File: config.mk
export PLATFORM = sky130hd
export DESIGN_NAME = pbmc_ctrl
export DESIGN_NICKNAME = d
export VERILOG_FILES = /design/src/verilog/pbmc_pkg.sv /design/src/verilog/pbmc_ctrl.sv /design/src/verilog/pbmc_col_test.sv /design/src/verilog/pbmc_mii_path.sv
export SDC_FILE = /design/constraint.sdc
export NUM_CORES = 1
export LEC_CHECK = 0
export ABC_AREA = 1
export CAP_MARGIN = 20
export CELL_PAD_IN_SITES_DETAIL_PLACEMENT = 1
export CELL_PAD_IN_SITES_GLOBAL_PLACEMENT = 1
export CORE_MARGIN = 4
export CORE_UTILIZATION = 35
export CTS_CLUSTER_SIZE = 20
export DETAILED_ROUTE_END_ITERATION = 8
export DONT_BUFFER_PORTS = 1
export GPL_ROUTABILITY_DRIVEN = 0
export PLACE_DENSITY_LB_ADDON = 0.1
export SETUP_SLACK_MARGIN = 0.3
export SYNTH_ARGS = -nofsm -noshare
export SYNTH_HDL_FRONTEND = slang
export SYNTH_SLANG_ARGS = --single-unit
File: constraint.sdc
create_clock -name CLK -period 1.9 [get_ports CLK]
set_clock_uncertainty 0.1 [all_clocks]
set_input_delay 0 -clock CLK [delete_from_list [all_inputs] [get_ports CLK]]
set_output_delay 0 -clock CLK [all_outputs]
set_load 0.01 [all_outputs]
File: src/verilog/pbmc_pkg.sv
// Constants and types for the basic mode control register block
package pbmc_pkg;

  // ----------------------------------------
  // Register map
  // ----------------------------------------
  localparam int unsigned     ADDR_W         = 5;
  localparam int unsigned     DATA_W         = 16;
  localparam logic [4:0]      BMC_OFFSET     = 5'h00;

  // ----------------------------------------
  // Field positions
  // ----------------------------------------
  localparam int unsigned     BIT_LOOPBACK   = 14;
  localparam int unsigned     BIT_SPEED      = 13;
  localparam int unsigned     BIT_ANEG       = 12;
  localparam int unsigned     BIT_PDOWN      = 11;
  localparam int unsigned     BIT_ISOLATE    = 10;
  localparam int unsigned     BIT_RESTART    = 9;
  localparam int unsigned     BIT_DUPLEX     = 8;
  localparam int unsigned     BIT_COLTEST    = 7;
  localparam logic [15:0]     RESERVED_MASK  = 16'h007F;

  // ----------------------------------------
  // Values after reset
  // ----------------------------------------
  localparam logic            RST_LOOPBACK   = 1'b0;
  localparam logic            RST_PDOWN      = 1'b0;
  localparam logic            RST_ISOLATE    = 1'b0;
  localparam logic            RST_RESTART    = 1'b0;
  localparam logic            RST_COLTEST    = 1'b0;

  // ----------------------------------------
  // Timing
  // ----------------------------------------
  localparam int unsigned     CLK_PERIOD_NS      = 10;
  localparam int unsigned     BIT_TIME_FAST_NS   = 10;
  localparam int unsigned     COL_ON_BITS        = 512;
  localparam int unsigned     COL_OFF_BITS       = 4;
  // Longest times, rounded down, at the fastest bit rate
  localparam int unsigned     COL_ON_CYC  = (COL_ON_BITS * BIT_TIME_FAST_NS) / CLK_PERIOD_NS;
  localparam int unsigned     COL_OFF_CYC = (COL_OFF_BITS * BIT_TIME_FAST_NS) / CLK_PERIOD_NS;

  typedef enum logic [0:0] {
    AN_IDLE = 1'b0,
    AN_PEND = 1'b1
  } pbmc_an_state_t;

endpackage : pbmc_pkg

File: src/verilog/pbmc_ctrl.sv
// Basic mode control register with its mode outputs and MII control
//
// Function
// - Loopback returns MII transmit data to receive
// - Manual speed bit: 1 is 100, 0 is 10
// - Auto-negotiation on ignores speed and duplex bits
// - Auto-negotiation off uses speed and duplex bits
// - Manual duplex bit: 1 full, 0 half
// - Power-down bit powers down, minimal register access
// - Power-down is bit ORed with low pin
// - Low pin reads back power-down bit set
// - Isolate cuts MII, management stays working
// - Restart ignored while auto-negotiation disabled
// - Restart reads 1 until initiated, then clears
// - Software clear leaves running negotiation alone
// - Collision test raises COL within 512 bits
// - Collision test drops COL within 4 bits
// - Bits 6 to 0 ignore writes, read zero
// - Speed, auto-negotiation, duplex load straps at reset
// - Self-clearing bits clear when operation completes
//
// Design decision made here: the strobed register port.
`timescale 1ns/1ps
module pbmc_ctrl (
  input  wire logic                         CLK,
  input  wire logic                         SYS_RST,
  input  wire logic [pbmc_pkg::ADDR_W-1:0]  REG_ADDR,
  input  wire logic [pbmc_pkg::DATA_W-1:0]  REG_WDATA,
  input  wire logic                         REG_WR,
  input  wire logic                         REG_RD,
  output logic      [pbmc_pkg::DATA_W-1:0]  REG_RDATA,
  input  wire logic                         STRAP_SPEED,
  input  wire logic                         STRAP_ANEG,
  input  wire logic                         STRAP_DUPLEX,
  input  wire logic                         POWER_DOWN_INTERRUPT_PIN_N,
  input  wire logic                         AN_INITIATED,
  input  wire logic                         AN_SPEED_100,
  input  wire logic                         AN_FULL_DUPLEX,
  output logic                              AN_RESTART_REQ,
  output logic                              SPEED_100,
  output logic                              FULL_DUPLEX,
  output logic                              ANEG_ENABLE,
  output logic                              POWER_DOWN,
  input  wire logic [3:0]                   TXD,
  input  wire logic                         TX_EN,
  input  wire logic                         TX_ER,
  output logic      [3:0]                   RXD,
  output logic                              RX_DV,
  output logic                              RX_ER,
  output logic                              COL,
  output logic                              CRS,
  output logic                              MII_RX_OE_N,
  input  wire logic [3:0]                   PCS_RXD,
  input  wire logic                         PCS_RX_DV,
  input  wire logic                         PCS_RX_ER,
  input  wire logic                         PCS_COL,
  input  wire logic                         PCS_CRS,
  output logic      [3:0]                   PCS_TXD,
  output logic                              PCS_TX_EN,
  output logic                              PCS_TX_ER
);
  import pbmc_pkg::*;

  // ----------------------------------------
  // Control fields
  // ----------------------------------------
  logic           loop_q, loop_d;
  logic           speed_q, speed_d;
  logic           aneg_q, aneg_d;
  logic           pd_q, pd_d;
  logic           iso_q, iso_d;
  logic           restart_q, restart_d;
  logic           duplex_q, duplex_d;
  logic           ct_q, ct_d;
  pbmc_an_state_t an_st_q, an_st_d;
  logic           wr_hit;
  logic           pd_eff;
  logic           col_test;

  assign wr_hit = REG_WR && (REG_ADDR == BMC_OFFSET);
  assign pd_eff = pd_q | ~POWER_DOWN_INTERRUPT_PIN_N;

  always_comb
  begin
    loop_d    = loop_q;
    speed_d   = speed_q;
    aneg_d    = aneg_q;
    pd_d      = pd_q;
    iso_d     = iso_q;
    restart_d = restart_q;
    duplex_d  = duplex_q;
    ct_d      = ct_q;
    an_st_d   = an_st_q;
    // Negotiation started: request and readback bit both drop
    if (an_st_q == AN_PEND && AN_INITIATED)
    begin
      an_st_d   = AN_IDLE;
      restart_d = 1'b0;
    end
    if (wr_hit)
    begin
      pd_d = REG_WDATA[BIT_PDOWN];
      // Only the power-down bit stays writable while powered down
      if (!pd_eff)
      begin
        loop_d   = REG_WDATA[BIT_LOOPBACK];
        speed_d  = REG_WDATA[BIT_SPEED];
        aneg_d   = REG_WDATA[BIT_ANEG];
        iso_d    = REG_WDATA[BIT_ISOLATE];
        duplex_d = REG_WDATA[BIT_DUPLEX];
        ct_d     = REG_WDATA[BIT_COLTEST];
        if (REG_WDATA[BIT_RESTART])
        begin
          if (REG_WDATA[BIT_ANEG])
          begin
            restart_d = 1'b1;
            an_st_d   = AN_PEND;
          end
        end
        else
        begin
          restart_d = 1'b0;
        end
      end
    end
  end

  always_ff @(posedge CLK)
  begin
    if (SYS_RST)
    begin
      loop_q    <= RST_LOOPBACK;
      speed_q   <= STRAP_SPEED;
      aneg_q    <= STRAP_ANEG;
      pd_q      <= RST_PDOWN;
      iso_q     <= RST_ISOLATE;
      restart_q <= RST_RESTART;
      duplex_q  <= STRAP_DUPLEX;
      ct_q      <= RST_COLTEST;
      an_st_q   <= AN_IDLE;
    end
    else
    begin
      loop_q    <= loop_d;
      speed_q   <= speed_d;
      aneg_q    <= aneg_d;
      pd_q      <= pd_d;
      iso_q     <= iso_d;
      restart_q <= restart_d;
      duplex_q  <= duplex_d;
      ct_q      <= ct_d;
      an_st_q   <= an_st_d;
    end
  end

  assign AN_RESTART_REQ = an_st_q[0];

  // ----------------------------------------
  // Operating mode outputs
  // ----------------------------------------
  logic spd_out_q, spd_out_d, dup_out_q, dup_out_d;
  logic aneg_out_q, aneg_out_d, pd_out_q, pd_out_d;

  always_comb
  begin
    spd_out_d  = aneg_q ? AN_SPEED_100 : speed_q;
    dup_out_d  = aneg_q ? AN_FULL_DUPLEX : duplex_q;
    aneg_out_d = aneg_q;
    pd_out_d   = pd_eff;
  end

  always_ff @(posedge CLK)
  begin
    if (SYS_RST)
    begin
      spd_out_q  <= 1'b0;
      dup_out_q  <= 1'b0;
      aneg_out_q <= 1'b0;
      pd_out_q   <= 1'b0;
    end
    else
    begin
      spd_out_q  <= spd_out_d;
      dup_out_q  <= dup_out_d;
      aneg_out_q <= aneg_out_d;
      pd_out_q   <= pd_out_d;
    end
  end

  assign SPEED_100   = spd_out_q;
  assign FULL_DUPLEX = dup_out_q;
  assign ANEG_ENABLE = aneg_out_q;
  assign POWER_DOWN  = pd_out_q;

  // ----------------------------------------
  // Read port
  // ----------------------------------------
  logic [DATA_W-1:0] rdata_q, rdata_d;

  always_comb
  begin
    rdata_d = '0;
    if (REG_RD && REG_ADDR == BMC_OFFSET)
    begin
      rdata_d[BIT_LOOPBACK] = loop_q;
      rdata_d[BIT_SPEED]    = speed_q;
      rdata_d[BIT_ANEG]     = aneg_q;
      rdata_d[BIT_PDOWN]    = pd_eff;
      rdata_d[BIT_ISOLATE]  = iso_q;
      rdata_d[BIT_RESTART]  = restart_q;
      rdata_d[BIT_DUPLEX]   = duplex_q;
      rdata_d[BIT_COLTEST]  = ct_q;
      rdata_d               = rdata_d & ~RESERVED_MASK;
    end
  end

  always_ff @(posedge CLK)
  begin
    if (SYS_RST)
      rdata_q <= '0;
    else
      rdata_q <= rdata_d;
  end

  assign REG_RDATA = rdata_q;

  // ----------------------------------------
  // MII side
  // ----------------------------------------
  pbmc_col_test u_col_test (
    .CLK      (CLK),
    .SYS_RST  (SYS_RST),
    .enable   (ct_q & ~iso_q),
    .tx_en    (TX_EN),
    .col_test (col_test)
  );

  pbmc_mii_path u_mii_path (
    .CLK         (CLK),
    .SYS_RST     (SYS_RST),
    .loopback    (loop_q),
    .isolate     (iso_q),
    .col_test_en (ct_q),
    .col_test    (col_test),
    .txd         (TXD),
    .tx_en       (TX_EN),
    .tx_er       (TX_ER),
    .pcs_rxd     (PCS_RXD),
    .pcs_rx_dv   (PCS_RX_DV),
    .pcs_rx_er   (PCS_RX_ER),
    .pcs_col     (PCS_COL),
    .pcs_crs     (PCS_CRS),
    .rxd         (RXD),
    .rx_dv       (RX_DV),
    .rx_er       (RX_ER),
    .col         (COL),
    .crs         (CRS),
    .rx_oe_n     (MII_RX_OE_N),
    .pcs_txd     (PCS_TXD),
    .pcs_tx_en   (PCS_TX_EN),
    .pcs_tx_er   (PCS_TX_ER)
  );
endmodule : pbmc_ctrl

File: src/verilog/pbmc_col_test.sv
// Collision test signal generator
`timescale 1ns/1ps
module pbmc_col_test (
  input  wire logic CLK,
  input  wire logic SYS_RST,
  input  wire logic enable,
  input  wire logic tx_en,
  output logic      col_test
);
  import pbmc_pkg::*;

  logic col_q;
  logic col_d;

  always_comb
  begin
    col_d = enable & tx_en;
  end

  always_ff @(posedge CLK)
  begin
    if (SYS_RST)
      col_q <= 1'b0;
    else
      col_q <= col_d;
  end

  assign col_test = col_q;
endmodule : pbmc_col_test

File: src/verilog/pbmc_mii_path.sv
// MII data path with loopback and isolation
`timescale 1ns/1ps
module pbmc_mii_path (
  input  wire logic       CLK,
  input  wire logic       SYS_RST,
  input  wire logic       loopback,
  input  wire logic       isolate,
  input  wire logic       col_test_en,
  input  wire logic       col_test,
  input  wire logic [3:0] txd,
  input  wire logic       tx_en,
  input  wire logic       tx_er,
  input  wire logic [3:0] pcs_rxd,
  input  wire logic       pcs_rx_dv,
  input  wire logic       pcs_rx_er,
  input  wire logic       pcs_col,
  input  wire logic       pcs_crs,
  output logic      [3:0] rxd,
  output logic            rx_dv,
  output logic            rx_er,
  output logic            col,
  output logic            crs,
  output logic            rx_oe_n,
  output logic      [3:0] pcs_txd,
  output logic            pcs_tx_en,
  output logic            pcs_tx_er
);
  import pbmc_pkg::*;

  logic [3:0] rxd_q, rxd_d, ptxd_q, ptxd_d;
  logic       dv_q, dv_d, er_q, er_d, col_q, col_d, crs_q, crs_d;
  logic       oe_n_q, oe_n_d, pten_q, pten_d, pter_q, pter_d;

  always_comb
  begin
    rxd_d  = pcs_rxd;
    dv_d   = pcs_rx_dv;
    er_d   = pcs_rx_er;
    crs_d  = pcs_crs;
    col_d  = col_test_en ? col_test : pcs_col;
    ptxd_d = txd;
    pten_d = tx_en;
    pter_d = tx_er;
    oe_n_d = 1'b0;
    if (loopback)
    begin
      rxd_d  = txd;
      dv_d   = tx_en;
      er_d   = tx_er;
      crs_d  = tx_en;
      pten_d = 1'b0;
    end
    if (isolate)
    begin
      rxd_d  = 4'h0;
      dv_d   = 1'b0;
      er_d   = 1'b0;
      crs_d  = 1'b0;
      col_d  = 1'b0;
      ptxd_d = 4'h0;
      pten_d = 1'b0;
      pter_d = 1'b0;
      oe_n_d = 1'b1;
    end
  end

  always_ff @(posedge CLK)
  begin
    if (SYS_RST)
    begin
      rxd_q  <= 4'h0;
      dv_q   <= 1'b0;
      er_q   <= 1'b0;
      col_q  <= 1'b0;
      crs_q  <= 1'b0;
      oe_n_q <= 1'b1;
      ptxd_q <= 4'h0;
      pten_q <= 1'b0;
      pter_q <= 1'b0;
    end
    else
    begin
      rxd_q  <= rxd_d;
      dv_q   <= dv_d;
      er_q   <= er_d;
      col_q  <= col_d;
      crs_q  <= crs_d;
      oe_n_q <= oe_n_d;
      ptxd_q <= ptxd_d;
      pten_q <= pten_d;
      pter_q <= pter_d;
    end
  end

  assign rxd       = rxd_q;
  assign rx_dv     = dv_q;
  assign rx_er     = er_q;
  assign col       = col_q;
  assign crs       = crs_q;
  assign rx_oe_n   = oe_n_q;
  assign pcs_txd   = ptxd_q;
  assign pcs_tx_en = pten_q;
  assign pcs_tx_er = pter_q;
endmodule : pbmc_mii_path

==> results of run 1 <==
==> synth_stat cells <==
cell type	number
sky130_fd_sc_hd__nand2_1	24
sky130_fd_sc_hd__buf_6	2
sky130_fd_sc_hd__o21ai_0	8
sky130_fd_sc_hd__nor2_4	3
sky130_fd_sc_hd__edfxtp_1	3
sky130_fd_sc_hd__nand4_1	2
sky130_fd_sc_hd__nor3_2	1
sky130_fd_sc_hd__inv_2	1
sky130_fd_sc_hd__nand3_1	5
sky130_fd_sc_hd__buf_4	8
sky130_fd_sc_hd__conb_1	1
sky130_fd_sc_hd__nor3_1	1
sky130_fd_sc_hd__inv_1	24
sky130_fd_sc_hd__nor2_1	28
sky130_fd_sc_hd__buf_2	1
sky130_fd_sc_hd__a211oi_1	1
sky130_fd_sc_hd__clkbuf_8	1
sky130_fd_sc_hd__nor2_2	2
sky130_fd_sc_hd__a21oi_1	10
sky130_fd_sc_hd__dfxtp_1	34
sky130_fd_sc_hd__nand3_2	1
==> cell families (layout without fill, tap and decap cells) <==
family | count (synthesis) | in the layout | share of synthesized area
flip-flops | 37 | 37 | 0.562
buffers and inverters | 37 | 74 | 0.142
AO/OA/AOI/OAI | 19 | 19 | 0.0712
other | 1 | 8 | 0.00273
AND/OR/NAND/NOR | 67 | 67 | 0.222
==> per-stage QoR <==
stage / power, mW / instance area (um^2)
6_report: 1.48 / 1860
5_1_grt: 1.55 / 1860
4_1_cts: 1.49 / 1830
3_5_place_dp: 0.927 / 1360
3_3_place_gp: 0.923 / 1360
2_1_floorplan: 0.931 / 1400
==> worst reg2reg max path, stage by stage (launching register included) <==
cell and delay [ps]:
sky130_fd_sc_hd__dfxtp_1 310, sky130_fd_sc_hd__inv_1 60, sky130_fd_sc_hd__nand2_2 70, sky130_fd_sc_hd__nor2_2 120, sky130_fd_sc_hd__nand4_1 110, sky130_fd_sc_hd__a21oi_1 130, sky130_fd_sc_hd__dlygate4sd3_1 560
==> final cells by class <==
cell class / count / area [um^2] / share of cell area
clock buffer: 5 / 68.8 / 0.0369
clock inverter: 3 / 12.5 / 0.00672
inverter: 25 / 93.8 / 0.0504
multi-input combinational: 94 / 447 / 0.240
sequential: 37 / 771 / 0.414
tap: 48 / 60.1 / 0.0322
timing repair buffer: 41 / 410 / 0.220
==> repair_timing <==
| action | CTS | global route |
|---|---|---|
| buffers inserted | 0 | 2 |
| endpoints found under the setup margin | 0 | 4 |
| endpoints found under the hold margin | 37 | 1 |
| hold buffers | 39 | 1 |
| resized for setup | 0 | 8 |
==> power by group through the flow <==
stage               Combinational [mW]  Clock, mW  Sequential [mW]
floorplan                       0.0778          0            0.853
global placement                0.0659          0            0.857
detailed placement              0.0691          0            0.858
CTS                              0.133      0.517            0.840
global route                     0.157      0.553            0.842
finish                           0.139      0.503            0.839
==> routing by layer <==
layer  vias up  routed length, um  share of wire  track usage
met5         -                  0              0            0
met4         0                 38          0.011       0.0438
met3         4                254          0.072       0.0483
met2        44               1850           0.53        0.256
met1       514               1360           0.39        0.162
li1        559                  -              -            -
==> worst paths after layout <==
kind	slack (ps)	depth (start not counted)	end	start
worst max-delay path	360	8	iso_q	REG_ADDR[4]
worst min-delay path	-7	6	loop_q	REG_ADDR[2]
worst max register to register	390	6	AN_RESTART_REQ	pd_q
worst min register to register	330	2	REG_RDATA[9]	restart_q
==> results.txt, run 1 <==
In this run the remaining antenna-violating nets after routing total 0. The analysis attributes to cell leakage a power of around 0.83 nW. Setup repair after global routing left no endpoint under its margin.

After the first detailed-routing iteration, the DRC count stood at 57. The final hold violation count came to 2. Grouping stages by cell kind, the critical path spends the most delay in buffers and inverters. The reported max-cap violation count is 0. In the global route stage, overall resource usage came out at 0.143. The detailed-router iteration count before antenna repair is 4. The delay of the slowest cell on the worst path came out at 560 ps.

The number of primary I/O pins is 82. Counting along the longest clock path gives a buffer depth of 2. The critical path is of the input port to flop type.

At the later pin of the worst-skew pair, clock insertion delay measures 280 ps. The internal power of the cells totals ~1.1 mW. The total CTS buffers came out at 5. The total of buffers placed on input and output ports is 0. Clock tree synthesis found a total of 37 sinks. The category of the worst setup path launch point is an input port.

The flow ran to the end, but the final reports show violations. The width of the chip came out at 70.6 um. The power share of the combinational group came out at 0.094. The fill cell total of the finished layout is 440.

The final reports fail on hold timing. The area share of the largest cell type after synthesis came out at 0.496. The peak ir drop on the vdd network is 0.000447 V. Setup violations remaining at the end of the flow were counted as 0. The placed cell count is between 200 and 250. The number of library cell types mapped by synthesis came out at 21. In this run the worst hold path is classified as input port to flop.

The netlist area before placement is around 1400 um^2. The leftover overflow at the end of global routing came out at 0. The initial antenna violation count is 0.

The worst setup path is captured at a flop. The die is 70.6 um tall. The via count of the first global-routing pass is 1154. The worst hold margin is -6.87 ps. The final period utilization is 0.810. The part of the power in the clock network is 0.340.

The TritonCTS clock tree is built. The critical path goes through dlygate4sd3_1 > inv_2 > nand3_2 > nor2_4 > nand3_2 > dlygate4sd3_1 > nand2_1 > nor2_1. The clock transition time at the flip-flop clock pins of the worst setup and hold paths came out at 70 ps.

The power per standard cell area came out at 794 nW/um^2. The fraction of layout cells with a size suffix above 1 is 0.107. Leaving out fill and tap cells, the most frequent cell in the layout is sky130_fd_sc_hd__dlygate4sd3_1. At the end of the flow, the number of nets in the layout was 250.

The largest net degree at the start of global routing is 15. The mean cell area of the mapped netlist is 8.52 um^2. The starting density of the core is 0.369. After legalization and detailed placement, the total HPWL measured between 2 and 2.5 mm. Among all stages on the critical path, the largest delay is contributed by sky130_fd_sc_hd__dlygate4sd3_1. The post-route non-filler standard cell count is 253.

The core region is between 3000 and 4000 um^2. The largest driver fanout on the critical path came out at 4. The final antenna diode count came out at 0. The arrival time at the worst endpoint is 1610 ps. Summed over all instances, the cell type with the most area after synthesis is sky130_fd_sc_hd__dfxtp_1. After technology mapping, the gate count stands at 161. The floorplan die area is around 5000 um^2.

In the layout the commonest cells are sky130_fd_sc_hd__dlygate4sd3_1, sky130_fd_sc_hd__dfxtp_1, sky130_fd_sc_hd__nor2_1, sky130_fd_sc_hd__nand2_1, sky130_fd_sc_hd__inv_1. Prior to clock tree synthesis, the placed netlist has a worst setup slack of 644 ps. The aggregate negative setup slack is 0 ps.

The routed layout has 1121 vias. The sequential-to-total area share from yosys stat came out at 0.562. The global-route wire length before repair came out at 5.53 mm. The sequential cell fraction of total power is 0.567. After detailed routing, the number of remaining DRC violations is 0. The CTS H-tree depth came out at 2.

The net switching component of the power came out at 0.347 mW. The highest clock frequency the design can meet is 650 MHz. The net switching fraction of the power came out at 0.234. Across all setup checks in the final design, the least slack found is 361 ps. The post-route minimum period is 1540 ps. The overall routed net length came out at 3.51 mm.

The register with the most flip-flops in the layout has 8 of them. The site row count came out at 22. In this run, synthesis produced a sequential element count of 37.

The final design utilization is 0.501. The detailed-route wire length per cell is around 14 um. By area the synthesized netlist is led by sky130_fd_sc_hd__dfxtp_1, sky130_fd_sc_hd__nor2_1, sky130_fd_sc_hd__edfxtp_1, sky130_fd_sc_hd__inv_1, sky130_fd_sc_hd__nand2_1. The total number of yosys warnings is 0. The max-slew violation count is 0. The endpoint required time on the critical path came out at 1970 ps. The critical path buffer and inverter count is 3. The cell sitting at the root of the clock tree is a sky130_fd_sc_hd__clkbuf_8. The layout overhead on the synthesized area is 35.9%. The average vias per placed instance is 4.43.
(Power assumes the default switching activity.)
==> inputs of run 2 (changes only) <==
--- a/config.mk
+++ b/config.mk
@@ -5,7 +5,7 @@
 export SDC_FILE = /design/constraint.sdc
 export NUM_CORES = 1
 export LEC_CHECK = 0
-export ABC_AREA = 1
+export ABC_AREA = 0
 export CAP_MARGIN = 20
 export CELL_PAD_IN_SITES_DETAIL_PLACEMENT = 1
 export CELL_PAD_IN_SITES_GLOBAL_PLACEMENT = 1
==> constraint.sdc (replaced) <==
create_clock -name CLK -period 1.3 [get_ports CLK]
set_clock_uncertainty 0.1 [all_clocks]
set_input_delay 0 -clock CLK [delete_from_list [all_inputs] [get_ports CLK]]
set_output_delay 0 -clock CLK [all_outputs]
set_load 0.01 [all_outputs]
==> run 2 against run 1 <==
  * The run ends with hold timing, setup timing left
  * Sequential cell count unchanged
  * Die area decreased by 2.7%
  * Area after synthesis decreased by 3.0%
  * Final cell count decreased by 19%
==> results.txt, run 2 <==
Result of the run: finished, violations left (unchanged). Violations in the final reports: hold timing, setup timing (was hold timing). The core outline area is 3660 um^2 (was 3720 um^2). The final standard cell area without fillers is 1790 um^2 (was 1860 um^2). The netlist area before placement is 1330 um^2 (was 1370 um^2). The clock latency reported for the late side of the worst-skew pair came out at 280 ps (about the same). The top cell family by delay on the critical path is simple AND/OR/NAND/NOR gates (was buffers and inverters). The hold buffer count at cts is 20 (was 39).

The highest clock frequency the design can meet is 697 MHz. The average vias per placed instance came to 4.71 (was 4.43). The endpoint required time on the critical path was 1190 ps (was 1970 ps). The detailed-router iteration count before antenna repair was 2 (was 4).

The TritonCTS clock tree is built (unchanged). The number of library cell types mapped by synthesis came out at 28 (was 21). The number of flops mapped to enable cells by yosys was 3 (unchanged). The power per standard cell area is 1200 nW/um^2 (was 794 nW/um^2).

The detailed-route wire length per cell came out at 15.9 um (was 13.9 um). The final antenna diode count is 0 (unchanged). Most used cells in the layout excluding fill and tap cells: sky130_fd_sc_hd__dfxtp_1, sky130_fd_sc_hd__dlygate4sd3_1, sky130_fd_sc_hd__nor2_1 (was sky130_fd_sc_hd__dlygate4sd3_1, sky130_fd_sc_hd__dfxtp_1, sky130_fd_sc_hd__nor2_1, sky130_fd_sc_hd__nand2_1, sky130_fd_sc_hd__inv_1).

The peak ir drop on the vdd network was 0.000437 V (was 0.000447 V). The die span in y was 69.6 um (was 70.6 um). The total of buffers placed on input and output ports is 0 (unchanged).

The sum of net half-perimeters after detailed placement was 2.23 mm (was 2.30 mm). The max-slew violation count is 0 (unchanged). The placed cell count came out at 172 (was 204). The starting density of the core was 0.363 (was 0.369). The worst min-delay path category is input port to flop (unchanged). Crit path cell chain: or4bb_4 > o21bai_4 (was dlygate4sd3_1 > inv_2 > nand3_2 > nor2_4 > nand3_2 > dlygate4sd3_1 > nand2_1 > nor2_1). The fraction of synthesis flops using an asynchronous set or reset pin came out at 0 (unchanged). Biggest area contributors in the synthesized netlist: sky130_fd_sc_hd__dfxtp_1, sky130_fd_sc_hd__edfxtp_1, sky130_fd_sc_hd__and2_1, sky130_fd_sc_hd__mux2i_1, sky130_fd_sc_hd__buf_4 (was sky130_fd_sc_hd__dfxtp_1, sky130_fd_sc_hd__nor2_1, sky130_fd_sc_hd__edfxtp_1, sky130_fd_sc_hd__inv_1, sky130_fd_sc_hd__nand2_1). The reported max-cap violation count is 0 (unchanged). The number of cells produced by synthesis came out at 121 (was 161). The maximum clock insertion buffer count came out at 2 (unchanged). The clock transition time at the flip-flop clock pins of the worst setup and hold paths is 70 ps (about the same). The dominant cell by count in the synthesized netlist is sky130_fd_sc_hd__dfxtp_1 (unchanged).

Top post-synthesis cells by count: sky130_fd_sc_hd__dfxtp_1, sky130_fd_sc_hd__and2_1, sky130_fd_sc_hd__nor2_1 (was sky130_fd_sc_hd__dfxtp_1, sky130_fd_sc_hd__nor2_1, sky130_fd_sc_hd__inv_1, sky130_fd_sc_hd__nand2_1, sky130_fd_sc_hd__a21oi_1). The remaining antenna violation count is 0 (unchanged). The kind of end point of the critical path is a flop (unchanged). The critical path buffer and inverter count came out at 0 (was 3). The net count of the finished layout is 202 (was 250). The leftover overflow at the end of global routing was 0 (unchanged).

The overall routed net length was 3.27 mm (was 3.51 mm). The clock root buffer is sky130_fd_sc_hd__clkbuf_8 (unchanged). The total number of yosys warnings came out at 0 (unchanged).

The largest net degree at the start of global routing was 17 (was 15). The worst hold margin was -322 ps (was -6.87 ps). The number of register bits inferred by synthesis is 37 (unchanged).

The category of the critical setup timing path was flop to flop (was input port to flop). The arrival time at the worst endpoint came out at 1320 ps (was 1610 ps). The delay of the slowest cell on the worst path came to 560 ps (about the same).

The global-route wire length before repair came out at 5.15 mm (was 5.53 mm). The library cell with the largest summed area after synthesis was sky130_fd_sc_hd__dfxtp_1 (unchanged). The total track usage came out at 0.137 (was 0.143). The count of endpoints failing setup in the final report is 7 (was 0). The detailed-route DRC error count came to 0 (unchanged). The number of design-rule violations left by the first detailed-router iteration came out at 40 (was 57). The count of vias placed by the detailed router was 966 (was 1121).

The layout overhead on the synthesized area is 34.4% (was 35.9%). The least setup slack across all paths after layout was -134 ps (was 361 ps). The area share of the largest cell type after synthesis is 0.512 (was 0.496). The CTS H-tree depth is 2 (unchanged). The slowest cell on the critical path is sky130_fd_sc_hd__or4bb_4 (was sky130_fd_sc_hd__dlygate4sd3_1).

The largest driver fanout on the critical path is 4 (unchanged). The floorplan die area is 4850 um^2 (was 4980 um^2). The fill cell total of the finished layout is 393 (was 440). The final period utilization came out at 1.10. The site row count came out at 22 (unchanged). The most common cell after layout, fill and taps aside was sky130_fd_sc_hd__dfxtp_1 (was sky130_fd_sc_hd__dlygate4sd3_1). The pre-CTS worst setup slack was -144 ps (was 644 ps). The fraction of layout cells with a size suffix above 1 was 0.261 (was 0.107).

The post-placement cell area was 1420 um^2 (was 1360 um^2). The number of primary I/O pins was 82 (unchanged). The via count of the first global-routing pass is 1047 (was 1154). The initial antenna violation count came out at 0 (unchanged). The sequential-to-total area share from yosys stat is 0.579 (was 0.562). The post-route minimum period came out at 1430 ps. The final hold violation count is 26 (was 2). The overall power consumption came out at 2.15 mW (was 1.48 mW).

Unrepaired setup endpoints after global routing: true (was false). The leakage component of the power was 0.701 nW (was 0.829 nW). The clock sink count came out at 37 (unchanged).

The category of the worst setup path launch point is a flop (was input port). The flip-flop count of the largest register, all copies and words added was 8 (unchanged). The most frequently used flop master after synthesis is sky130_fd_sc_hd__dfxtp_1 (unchanged). The width of the chip is 69.6 um (was 70.6 um). The mean cell area of the mapped netlist is 11.0 um^2 (was 8.52 um^2). The total CTS buffers came out at 5 (unchanged).

The post-route non-filler standard cell count is 205 (was 253).
run 2: cell types whose count changed after synthesis, moves of 6 or more:
cell,change
sky130_fd_sc_hd__o21ai_0,-6
sky130_fd_sc_hd__inv_1,-24
sky130_fd_sc_hd__mux2i_1,+8
sky130_fd_sc_hd__nor2_1,-17
sky130_fd_sc_hd__nand2_1,-22
sky130_fd_sc_hd__and2_1,+13
run 2: per-stage QoR:
| stage | TNS, ps | utilization |
|---|---|---|
| 2_1_floorplan | -356 | - |
| 3_3_place_gp | -601 | 0.387 |
| 3_5_place_dp | -794 | 0.387 |
| 4_1_cts | -849 | 0.472 |
| 5_1_grt | -1060 | 0.488 |
| 6_report | -792 | 0.488 |
run 2: what timing repair did:
| item | in CTS | in global routing |
|---|---|---|
| setup buffers | 3 | 1 |
| setup endpoints to repair | 9 | 26 |
| gates resized for setup | 3 | 17 |
| cloned | 0 | 1 |
| pin swaps | 2 | 5 |
| endpoints found under the hold margin | 40 | 26 |
run 2: area by class of cell:
class / instances / area, um^2 / area share
clock buffers: 8 / 80.1 / 0.0448
repair buffers: 33 / 314 / 0.176
flip-flops and latches: 37 / 774 / 0.433
multi-input cells: 78 / 553 / 0.309
well taps: 48 / 60.1 / 0.0336
inverters: 1 / 6.26 / 0.00350
run 2: worst paths after layout:
kind | endpoint | slack [ps] | cells after the start | start
setup / recovery | duplex_q | -130 | 2 | pd_q
setup reg to reg | duplex_q | -130 | 2 | pd_q
hold reg to reg | iso_q | 360 | 2 | iso_q
hold / removal | iso_q | -320 | 1 | SYS_RST
run 2: kinds of logic (layout without fill, tap and decap cells):
kind of cell           after synthesis  in the layout  share of synthesized area
AOI/OAI and AO/OA                   14             14                     0.0630
other                                1              8                    0.00282
buffers and inverters               13             42                     0.0593
and+or+nand+nor                     45             45                      0.210
muxes                               11             11                     0.0856
DFF                                 37             37                      0.579
run 2: layer usage:
layer | up-vias | global-route usage | routed length, um
met4 | 0 | 0.0638 | 54
met3 | 7 | 0.0551 | 274
li1 | 462 | - | -
met2 | 41 | 0.228 | 1650
met5 | - | 0 | 0
met1 | 456 | 0.152 | 1290
run 2: power by group:
group          internal [mW]  leakage [nW]  total (mW)  switching (mW)
Sequential              1.20         0.310        1.24          0.0395
Combinational          0.100         0.351       0.170          0.0695
Clock                  0.380        0.0395       0.741           0.361
run 2: worst register-to-register path, delay by kind of cell (launching register included):
| kind | cells | cell delay (ps) |
|---|---|---|
| simple gates | 1 | 560 |
| flops | 1 | 320 |
| compound gates | 1 | 160 |
==> inputs of run 3 (changes only) <==
--- a/config.mk
+++ b/config.mk
@@ -15,6 +15,7 @@
 export DETAILED_ROUTE_END_ITERATION = 8
 export DONT_BUFFER_PORTS = 1
 export GPL_ROUTABILITY_DRIVEN = 0
+export HOLD_SLACK_MARGIN = 0.08
 export PLACE_DENSITY_LB_ADDON = 0.1
 export SETUP_SLACK_MARGIN = 0.3
 export SYNTH_ARGS = -nofsm -noshare
==> run 3 against run 2 <==
  * The run still ends with hold timing, setup timing left
  * Final cell count unchanged
  * Design area unchanged
  * Combinational power hardly changed
  * Largest power group unchanged
  * Clock power about the same
  * Critical path depth unchanged
  * Via count unchanged
  * Register-to-register slack about the same
  * Critical endpoint unchanged
  * Sequential share of layout area unchanged
==> results.txt, run 3 (synthesized netlist as in run 2, its figures left out) <==
Result of the run: finished, violations left (unchanged). Violations in the final reports: hold timing, setup timing (unchanged). The maximum clock insertion buffer count came out at 2 (unchanged). The starting density of the core came to 0.363 (unchanged). The largest driver fanout on the critical path is 4 (unchanged). The endpoint required time on the critical path was 1190 ps (about the same).

The die span in y is 69.6 um (unchanged). The clock latency reported for the late side of the worst-skew pair is 280 ps (about the same). The overall routed net length came out at 3.27 mm (unchanged). The initial antenna violation count is 0 (unchanged). The flip-flop count of the largest register, all copies and words added came out at 8 (unchanged). The max-slew violation count is 0 (unchanged).

The CTS H-tree depth came out at 2 (unchanged). The largest net degree at the start of global routing came out at 17 (unchanged). The detailed-router iteration count before antenna repair came out at 2 (unchanged). The highest clock frequency the design can meet is 697 MHz (unchanged). The site row count came to 22 (unchanged). The leftover overflow at the end of global routing is 0 (unchanged).

The total track usage came to 0.137 (unchanged). The detailed-route wire length per cell came to 15.9 um (unchanged). The post-route minimum period came out at 1430 ps (unchanged).

The worst reg2reg path depth is 2 (unchanged). The final hold violation count is 26 (unchanged). The fill cell total of the finished layout was 393 (unchanged). The width of the chip was 69.6 um (unchanged). The post-route non-filler standard cell count came out at 205 (unchanged). Unrepaired setup endpoints after global routing: true (unchanged). The detailed-route DRC error count came out at 0 (unchanged). The total CTS buffers came to 5 (unchanged). The count of vias placed by the detailed router is 966 (unchanged). Most used cells in the layout excluding fill and tap cells: sky130_fd_sc_hd__dfxtp_1, sky130_fd_sc_hd__dlygate4sd3_1, sky130_fd_sc_hd__nor2_1 (unchanged).

The via count of the first global-routing pass is 1047 (unchanged). The sum of net half-perimeters after detailed placement is 2.23 mm (unchanged). The worst reg-to-reg setup slack is -130 ps (about the same). The number of primary I/O pins was 82 (unchanged). The power per standard cell area is 1200 nW/um^2 (unchanged). The average vias per placed instance came out at 4.71 (unchanged). The category of the worst setup path launch point is a flop (unchanged).

The placed cell count came out at 172 (unchanged). The most common cell after layout, fill and taps aside is sky130_fd_sc_hd__dfxtp_1 (unchanged). The core outline area came out at 3660 um^2 (unchanged).

The clock sink count is 37 (unchanged). The category of the critical setup timing path was flop to flop (unchanged). The layout overhead on the synthesized area came out at 34.4% (unchanged). The arrival time at the worst endpoint was 1320 ps (about the same). The count of endpoints failing setup in the final report came to 7 (unchanged).

The fraction of layout cells with a size suffix above 1 is 0.261 (unchanged). The total of buffers placed on input and output ports came out at 0 (unchanged). The reported max-cap violation count is 0 (unchanged).

The clock transition time at the flip-flop clock pins of the worst setup and hold paths came to 70 ps (about the same). The peak ir drop on the vdd network is 0.000437 V (unchanged). The worst min-delay path category is input port to flop (unchanged). The worst hold margin is -322 ps (unchanged). The least setup slack across all paths after layout came out at -134 ps (unchanged). The final period utilization is 1.10 (unchanged). The net count of the finished layout is 202 (unchanged). The leakage component of the power came out at 0.701 nW (unchanged). The clock root buffer is sky130_fd_sc_hd__clkbuf_8 (unchanged). The hold buffer count at cts came out at 20 (unchanged). The global-route wire length before repair is 5.15 mm (unchanged). The number of stages on the worst hold path was 1 (unchanged). The floorplan die area came out at 4850 um^2 (unchanged). The TritonCTS clock tree was built (unchanged). The final antenna diode count came out at 0 (unchanged). The kind of end point of the critical path was a flop (unchanged). The number of design-rule violations left by the first detailed-router iteration is 40 (unchanged). The remaining antenna violation count came to 0 (unchanged).
run 3: layout make-up:
type / instances / area [um^2] / share of cell area
well taps: 48 / 60.1 / 0.0336
multi-input cells: 78 / 553 / 0.309
inverters: 1 / 6.26 / 0.00350
repair buffers: 33 / 314 / 0.176
flip-flops and latches: 37 / 774 / 0.433
clock buffers: 8 / 80.1 / 0.0448
run 3: path summary, 6_finish.rpt:
path / end / from
max: duplex_q / pd_q
max reg2reg: duplex_q / pd_q
min: iso_q / SYS_RST
min reg2reg: iso_q / iso_q
run 3: through the flow:
stage / total power, mW / instance area [um^2] / util / setup TNS, ps / setup WS, ps
4_1_cts: 2.17 / 1730 / 0.472 / -849 / -135
3_3_place_gp: 1.36 / 1420 / 0.387 / -601 / -128
6_report: 2.15 / 1790 / 0.488 / -792 / -134
3_5_place_dp: 1.36 / 1420 / 0.387 / -794 / -144
5_1_grt: 2.25 / 1790 / 0.488 / -1060 / -171
2_1_floorplan: 1.36 / 1370 / - / -356 / -119
run 3: per-layer routing:
layer / GRT usage / vias to the layer above / part of all wire
li1: - / 462 / -
met5: 0 / - / 0
met3: 0.0551 / 7 / 0.084
met4: 0.0638 / 0 / 0.017
met2: 0.228 / 41 / 0.50
met1: 0.152 / 456 / 0.39
run 3: worst max-delay path, stage by stage, from the launching register on:
cell                       delay (ps)
sky130_fd_sc_hd__dfxtp_2          320
sky130_fd_sc_hd__or4bb_4          560
sky130_fd_sc_hd__o21bai_4         160
run 3: where the power goes:
| group | internal, mW | switching [mW] | leakage (nW) |
|---|---|---|---|
| registers | 1.20 | 0.0395 | 0.310 |
| logic | 0.100 | 0.0695 | 0.351 |
| clock network | 0.380 | 0.361 | 0.0395 |
| total | 1.68 | 0.470 | 0.701 |
run 3: what timing repair did:
item,4_1_cts,5_1_grt
buffers inserted,3,1
gates resized for setup,3,17
pin swaps,2,5
cloned,0,1
hold endpoints to repair,40,40
endpoints found under the setup margin,9,26
